--- src/prad_pkg.sv ---
// Package: constants for the paged register address decoder
package prad_pkg;
	localparam int ADDR_W      = 8;
	localparam int DATA_W      = 8;
	localparam int SPI_ADDR_W  = 7;
	localparam logic PAGE_RST  = 1'h0;
	// Register holding the page selector and its bit position
	localparam logic [7:0] PAGE_REG_ADDR = 8'h73;
	localparam int         PAGE_BIT      = 4;
	localparam logic [7:0] DATA_RST      = 8'h00;
	localparam logic [7:0] ADDR_RST      = 8'h00;
	localparam logic       ACK_RST       = 1'h0;
	localparam int SYNC_STAGES = 3;
endpackage : prad_pkg

--- src/prad_if.sv ---
// Interface: decoded access carried from the decoder to the storage slice
`timescale 1ns/1ps
interface prad_if;
	logic       wr;
	logic [7:0] addr;
	logic [7:0] wdata;
	logic [7:0] rdata;
	modport dec (output wr, output addr, output wdata, input rdata);
	modport mem (input wr, input addr, input wdata, output rdata);
endinterface : prad_if

--- src/prad_store.sv ---
// Storage slice: 8-bit register array behind the decoded address
`timescale 1ns/1ps
module prad_store #(
	parameter int DEPTH = 256
) (
	input  wire logic clk,
	input  wire logic resetn,
	input  wire logic ce,
	input  wire logic [DEPTH-1:0] writable,
	prad_if.mem       acc
);
	logic [7:0] mem_ff [DEPTH];

	always_ff @(posedge clk or negedge resetn) begin
		if (!resetn) begin
			for (int i = 0; i < DEPTH; i++)
				mem_ff[i] <= prad_pkg::DATA_RST;
		end else if (ce && acc.wr && writable[acc.addr]) begin
			mem_ff[acc.addr] <= acc.wdata;
		end
	end

	assign acc.rdata = mem_ff[acc.addr];
endmodule : prad_store

--- src/prad_top.sv ---
// Top: page-aware register address decoder for the I2C and SPI paths
//
// Summary of operation
// - Every register holds eight bits; each access moves one byte.
// - I2C uses full eight-bit address; page selector ignored.
// - SPI supplies seven address bits; page selector resolves the top bit.
// - After reset page 0 active: SPI maps to 0x80 through 0xFF.
// - Page selector at one maps SPI to 0x00 through 0x7F.
`timescale 1ns/1ps
module prad_top #(
	parameter logic [255:0] WRITABLE = {256{1'b1}}
) (
	input  wire logic       clk,
	input  wire logic       resetn,
	input  wire logic       ce,
	input  wire logic       is_spi,
	input  wire logic       req,
	input  wire logic       wr,
	input  wire logic [7:0] addr,
	input  wire logic [7:0] wdata,
	output logic            ack_ff,
	output logic [7:0]      rdata_ff,
	output logic [7:0]      int_addr_ff,
	output logic            page_ff
);
	// ------------------------------------------------------------
	// Local types
	// ------------------------------------------------------------
	typedef enum {
		PRAD_RESP_IDLE,
		PRAD_RESP_ACK
	} prad_resp_t;

	localparam int MAP_DEPTH = 1 << prad_pkg::ADDR_W;

	// ------------------------------------------------------------
	// Signals
	// ------------------------------------------------------------
	prad_if acc ();

	prad_resp_t                        resp_ff;
	prad_resp_t                        nxt_resp;
	logic                              take;
	logic                              wr_take;
	logic                              page_hit;
	logic [prad_pkg::SPI_ADDR_W-1:0]   spi_low;
	logic [prad_pkg::ADDR_W-1:0]       nxt_addr;
	logic                              nxt_page;
	logic                              nxt_ack;
	logic [prad_pkg::ADDR_W-1:0]       nxt_int_addr;
	logic [prad_pkg::DATA_W-1:0]       nxt_rdata;
	logic [MAP_DEPTH-1:0]              wr_mask;

	// ------------------------------------------------------------
	// Access qualification
	// ------------------------------------------------------------
	// A request only counts on an enabled edge
	always_comb begin
		take    = ce && req;
		wr_take = ce && req && wr;
	end

	// ------------------------------------------------------------
	// Address resolution
	// ------------------------------------------------------------
	always_comb begin
		spi_low  = addr[prad_pkg::SPI_ADDR_W-1:0];
		nxt_addr = addr;
		if (is_spi) begin
			nxt_addr = {~page_ff, spi_low};
		end
	end

	// ------------------------------------------------------------
	// Page selector
	// ------------------------------------------------------------
	// Decoded on the resolved address, so I2C always reaches it and SPI only on page 1
	always_comb begin
		page_hit = (nxt_addr == prad_pkg::PAGE_REG_ADDR);
	end

	always_comb begin
		nxt_page = page_ff;
		if (wr_take && page_hit) begin
			nxt_page = wdata[prad_pkg::PAGE_BIT];
		end
	end

	always_ff @(posedge clk or negedge resetn) begin
		if (!resetn) begin
			page_ff <= prad_pkg::PAGE_RST;
		end else if (ce) begin
			page_ff <= nxt_page;
		end
	end

	// ------------------------------------------------------------
	// Response sequencing
	// ------------------------------------------------------------
	always_comb begin
		nxt_resp = resp_ff;
		case (resp_ff)
			PRAD_RESP_IDLE: begin
				if (take) begin
					nxt_resp = PRAD_RESP_ACK;
				end
			end
			PRAD_RESP_ACK: begin
				// Back-to-back requests keep the answer raised
				if (!take) begin
					nxt_resp = PRAD_RESP_IDLE;
				end
			end
			default: begin
				nxt_resp = PRAD_RESP_IDLE;
			end
		endcase
	end

	always_ff @(posedge clk or negedge resetn) begin
		if (!resetn) begin
			resp_ff <= PRAD_RESP_IDLE;
		end else if (ce) begin
			resp_ff <= nxt_resp;
		end
	end

	always_comb begin
		nxt_ack = (nxt_resp == PRAD_RESP_ACK);
	end

	always_ff @(posedge clk or negedge resetn) begin
		if (!resetn) begin
			ack_ff <= prad_pkg::ACK_RST;
		end else if (ce) begin
			ack_ff <= nxt_ack;
		end
	end

	// ------------------------------------------------------------
	// Captured address and read data
	// ------------------------------------------------------------
	always_comb begin
		nxt_int_addr = int_addr_ff;
		nxt_rdata    = rdata_ff;
		if (take) begin
			nxt_int_addr = nxt_addr;
			// Old contents: a write answers with what it replaced
			nxt_rdata    = acc.rdata;
		end
	end

	always_ff @(posedge clk or negedge resetn) begin
		if (!resetn) begin
			int_addr_ff <= prad_pkg::ADDR_RST;
		end else if (ce) begin
			int_addr_ff <= nxt_int_addr;
		end
	end

	always_ff @(posedge clk or negedge resetn) begin
		if (!resetn) begin
			rdata_ff <= prad_pkg::DATA_RST;
		end else if (ce) begin
			rdata_ff <= nxt_rdata;
		end
	end

	// ------------------------------------------------------------
	// Write mask
	// ------------------------------------------------------------
	// Reserved locations masked off; the page register stays writable
	// so a strict mask can never strand the SPI view on one page
	for (genvar i = 0; i < MAP_DEPTH; i++) begin : g_mask
		assign wr_mask[i] = WRITABLE[i] ||
			(i == int'(prad_pkg::PAGE_REG_ADDR));
	end

	// ------------------------------------------------------------
	// Storage
	// ------------------------------------------------------------
	assign acc.wr    = wr_take;
	assign acc.addr  = nxt_addr;
	assign acc.wdata = wdata;

	prad_store #(
		.DEPTH (MAP_DEPTH)
	) prad_store_inst (
		.clk      (clk),
		.resetn   (resetn),
		.ce       (ce),
		.writable (wr_mask),
		.acc      (acc.mem)
	);

	// ------------------------------------------------------------
	// Limitations
	// ------------------------------------------------------------
	// Reads of reserved locations return whatever the array holds;
	// no value is promised there, so none is forced.
	// A page change takes effect for the request after the write,
	// never for the write that carries it.
endmodule : prad_top

--- config.mk ---
export PLATFORM = sky130hd
export DESIGN_NAME = prad_top
export DESIGN_NICKNAME = d
export VERILOG_FILES = /design/src/prad_pkg.sv /design/src/prad_if.sv /design/src/prad_store.sv /design/src/prad_top.sv
export SDC_FILE = /design/constraint.sdc
export NUM_CORES = 2
export LEC_CHECK = 0
export BUFFER_PORTS_ARGS = -buffer_cell sky130_fd_sc_hd__buf_2
export CORE_MARGIN = 3
export CORE_UTILIZATION = 64
export DETAILED_ROUTE_END_ITERATION = 16
export PLACE_DENSITY = 0.76
export SETUP_SLACK_MARGIN = 0.5
export SLEW_MARGIN = 20
export SYNTH_ARGS = -nofsm -noshare
export SYNTH_HDL_FRONTEND = slang
export SYNTH_SLANG_ARGS = --single-unit
--- constraint.sdc ---
create_clock -name clk -period 3.1 [get_ports clk]
set_input_delay 0.775 -clock clk [delete_from_list [all_inputs] [get_ports clk]]
set_output_delay 0.775 -clock clk [all_outputs]
set_load 0.02 [all_outputs]
# Word-level counts from Yosys, hierarchy flattened
# Memories as Yosys holds them, arrays and structs flattened.
# Cells that the tools add are included.
# word_totals
ff_bits	2098
rom_bits	256
input_bits	22
output_inout_bits	18
elab_cells	290
memories	1
# memory_table
memory	words	width	rd	rd_clocked_by_memory_dff	write_ports	line_no	text
(no name shown)	256	1	1	0	0	prad_store.sv:18	end else if (ce && acc.wr && writable[acc.addr]) begin
# classes
magnitude_cmp	3
n_eq_ne	3
mux	11
bitwise	2
reduce_logical	9
# op_table
operator	n
2048-bit bitwise mux	1
8-bit binary-select mux with 8-bit select	1
8-bit demux with 8-bit select	1
32-bit two-way mux	2
32-bit case mux with 2 select lines	1
32-bit by 1-bit equality test with 1-bit output, second input constant	1
32-bit by 2-bit equality test with 1-bit output, second input constant	1
32-bit logical NOT	1
8-bit two-way mux	4
9-bit >= comparator, second input constant	1
8-bit by 9-bit < comparator with 1-bit output, second input constant	1
9-bit by 1-bit < comparator with 1-bit output, second input constant	1
8-bit NOT with 9-bit output	1
8-bit by 7-bit equality test with 1-bit output, second input constant	1
1-bit logical AND	6
2-bit AND reduction	2
1-bit two-way mux	1
1-bit NOT	1

# Depth between registers and ports, before layout
# logic_depth
ltp_word	8
depth_mapped	13

# Hierarchy
# A second synthesis with hierarchy kept.
# unflattened
cells_unflattened	6082
area_unflattened_um2	100672.8
# modules_own_cells
mod	instances	cells_each	area_per_inst_um2	seq_area_each_um2
prad_store	1	5960	98897.4	51249.2
prad_top	1	122	1775.5	1226.2

# Worst setup path after synthesis
# OpenSTA, ideal clock, no wires.
# synth_path
kind	input to register
startpoint	in addr[1]
endpoint	reg rdata_ff[0]
setup_time_ns	0.126
arrival_ns	3.076
required_ns	2.974
slack_ns	-0.102
path_stages	8
n_path_buf	3
cell_sequence	buf_2 buf_2 buf_1 mux4_2 a21oi_1 o221ai_1 or4_1 o32a_1
# synth_between
elab_chain_len	5
# synth_lines
item	line_no	text
start, declared	prad_top.sv:19	input wire logic [7:0] addr,
8-bit two-way mux	prad_top.sv:69	if (is_spi) begin
8-bit NOT with 9-bit output (not written as such)	prad_store.sv:23	assign acc.rdata = mem_ff[acc.addr];
8-bit binary-select mux with 8-bit select	prad_store.sv:23	
8-bit two-way mux (not written as such) (2 in series)	prad_store.sv:23	
end signal, assigned	prad_top.sv:163	rdata_ff <= prad_pkg::DATA_RST;
end signal, assigned	prad_top.sv:165	rdata_ff <= nxt_rdata;
end, declared	prad_top.sv:22	output logic [7:0] rdata_ff,
# No other way between the ends. The select of a mux whose other input is x is not followed.
# A chain may end at the register's enable or synchronous reset.

# Final worst setup path
# layout_path
startpoint	in addr[0]
endpoint	reg rdata_ff[0]
# Same word-level chain as after synthesis.

==> flow_summary.toml <==
[sta]
fin_ws_ns = 0.380
worstMarginPinSlew_ns = 1.02
final.period_utilization_pct = 87.7
report.final.slew_viol_count = 0
layout_min_cycle_time_ns = 2.72
fin_skew_ns = 0.0213
hold_viol = 0
tns_ns = 0
relSlewSlack_pct = 32.0
fmax_mhz = 368
final-setup-viol-count = 0
rsz0062_at_grt = "true"

[setup_path]
r2r-end = "prad_store_inst.mem_ff[646]$_DFFE_PN0P_"
crit_path_end_kind = "register"
critPathRequiredTime_ns = 3.81
max_stage_delay_ns = 0.50
r2r_cells = 6
r2r_start = "page_ff$_DFFE_PN0P_"
cp-start-kind = "primary input"
cpMaxStageDelayCell = "mux4_2"
critical_path_class = "in -> reg"
cpMostUsedCell = "buf_16"
cp_cell_sequence = "buf_16 -> buf_16 -> buf_12 -> buf_16 -> buf_12 -> mux4_2 -> mux4_2 -> a22oi_2 -> buf_4 -> a21oi_1 -> o32a_1"
worst-path-max-fanout = 7
path_depth = 11
worst-r2r-setup-slack_ns = 0.46
critPathTopFamily = "multiplexers"
critPathBufInv = 6
cp_data_arrival_time_ns = 3.43

[clock_network]
clkLatencyLatePin_ns = 0.83
root_buffer = "clkbuf_16"
cts_tree = "yes"
cts_buffer_depth = 3
cts_made_buffers = 208
cts_max_level = 4
clk_pin_slew_worst_paths_ns = 0.06
cts.sinks = 2098

[global_routing]
overflow = 0
grt_max_degree = 138
grt_antenna_before_repair = 12
grt_first_pass_wirelength_um = 414000
grtUsageTotal_pct = 36.2
grt_pass1_vias = 63000

[cells_and_area]
nets = 6859
area_growth_pct = 18.8
drive_above_1_share_pct = 57.1
layout.cells.non_filler = 9019
final_cell_mix = "dfrtp_1 (2,098), mux2_2 (2,029), buf_4 (617)"
final_common_cell = "dfrtp_1"
final_area_um2 = 114000

[min_path]
holdPathStages = 3
whs_endpoint = "ack_ff$_DFFE_PN0P_"
hold_path_class = "in -> reg"
min_from = "ce"

[pwr]
ir_drop_mv = 0.563
power.density_nw_per_um2 = 513
p_total_mw = 58.5
power.leakage_nw = 56.0

[detailed_routing]
drt_iter0_drc = 5590
drtPass1Iterations = 6
ant_nets = 0
wl_um = 274000
wl_per_cell_um = 30.4
drcViolationCount = 0
viasPerCell = 6.65
num_vias = 60000

[placed_design]
globalplace.congestion = 0.904
port_buffers = 39
dp_cells = 8584
dpl.hpwl_um = 184000
post-place-ws_ns = -0.894
postPlaceCellArea_um2 = 106000

[floorplanning]
fp.dieW_um = 393
core_region_area_um2 = 148000
die-area_um2 = 155000
num_rows = 141
die_y_um = 393
ios = 40
start_util_pct = 64.7

[logic_synthesis]
syn_area_um2 = 95900
seq_area_frac_synth_pct = 54.7
yosys_warnings = 0
ys.flop_type = "dfrtp_1"
synth_cell_types = 67
netlist.top_cell.by_area = "dfrtp_1"
synthArstFlopShare_pct = 100
synth_edf_count = 0
ys_ff_latch = 2098
synthCells = 6185
synthTopCellsByArea = "dfrtp_1 (55%), mux2_2 (24%), mux4_2 (11%), mux2i_1 (1.6%), clkbuf_1 (1.2%)"
synth_top_area_share_pct = 54.7
syn_avg_cell_area_um2 = 15.5
synth_fp_nets = 6207

[status]
run_status = "finished, final reports clean"

[run]
max_cap_violations = 0
## cell type report
type | instances | area, µm²
fillers | 8529 | 34300
flip-flops and latches | 2098 | 52500
diodes | 5 | 12.5
inverters | 4 | 17.5
well taps | 2002 | 2500
clock buffers | 334 | 6410
clock inverters | 51 | 726
multi-input cells | 3627 | 42000
repair buffers | 898 | 9820
## how the worst max path moves through the flow
stage	end	from	slack, ns
2_1_floorplan	rdata_ff[0]$_DFFE_PN0P_	addr[0]	0.15
3_3_place_gp	rdata_ff[4]$_DFFE_PN0P_	addr[0]	-0.92
3_5_place_dp	rdata_ff[4]$_DFFE_PN0P_	addr[0]	-0.89
4_1_cts	rdata_ff[4]$_DFFE_PN0P_	page_ff$_DFFE_PN0P_	0.49
5_1_grt	rdata_ff[0]$_DFFE_PN0P_	addr[0]	0.45
6_report	rdata_ff[0]$_DFFE_PN0P_	addr[0]	0.38
## synthesized netlist by cell type, types with 36 or more instances
| cell | instances |
|---|---|
| dfrtp_1 | 2098 |
| mux2_2 | 2065 |
| mux4_2 | 484 |
| clkbuf_1 | 319 |
| nand2_1 | 251 |
| mux2i_1 | 154 |
| nor2_2 | 111 |
| buf_2 | 57 |
| a21oi_1 | 48 |
| a22oi_1 | 47 |
| o21ai_0 | 44 |
| nor2_1 | 42 |
| and2_1 | 38 |
| o22ai_1 | 37 |
| nand3_1 | 36 |
## tightest hold or removal path, stage by stage
cell	delay (ns)
buf_2	0.12
inv_1	0.07
a21o_1	0.10
## logic make-up after synthesis
logic type	share of synthesized area, %
mux	37.2
flops	54.7
buf+inv	2.22
compound gates	2.08
xor+xnor	0.00913
simple gates	3.74
## power by group
group          internal, mW  switching, mW  total (mW)
registers              27.8          0.280        28.1
clock network          15.3           10.8        26.1
logic                  1.62           2.62        4.24
## registers in the layout, summed over array words and instances (netlist names)
| signal | count |
|---|---|
| page_ff | 1 |
| ack_ff | 1 |
| int_addr_ff | 8 |
| prad_store_inst.mem_ff | 2048 |
| rdata_ff | 8 |
| resp_ff | 32 |
## stage by stage
| step | utilization [%] | hold WS (ns) |
|---|---|---|
| 6_report | 76.9 | 0.270 |
| 3_3_place_gp | 71.5 | 0.456 |
| 2_1_floorplan | - | 0.444 |
| 3_5_place_dp | 71.5 | 0.462 |
| 5_1_grt | 76.8 | 0.264 |
| 4_1_cts | 76.4 | 0.220 |
## layer usage
layer | wire length [µm] | vias to the layer above | track usage (%)
met5 | 47 | - | 0
met2 | 126000 | 2538 | 54.0
met3 | 23800 | 618 | 8.33
met4 | 12000 | 6 | 14.8
li1 | - | 24400 | -
met1 | 113000 | 32400 | 52.2
## what timing repair did
action / in CTS / in global routing
setup buffers: 1 / 37
pin swaps: 3 / 9
gates resized for setup: 27 / 39
hold buffers: 1 / 0
endpoints found under the setup margin: 9 / 7
endpoints found under the hold margin: 10 / 0
gates cloned: 3 / 3
(Power assumes the default switching activity.)
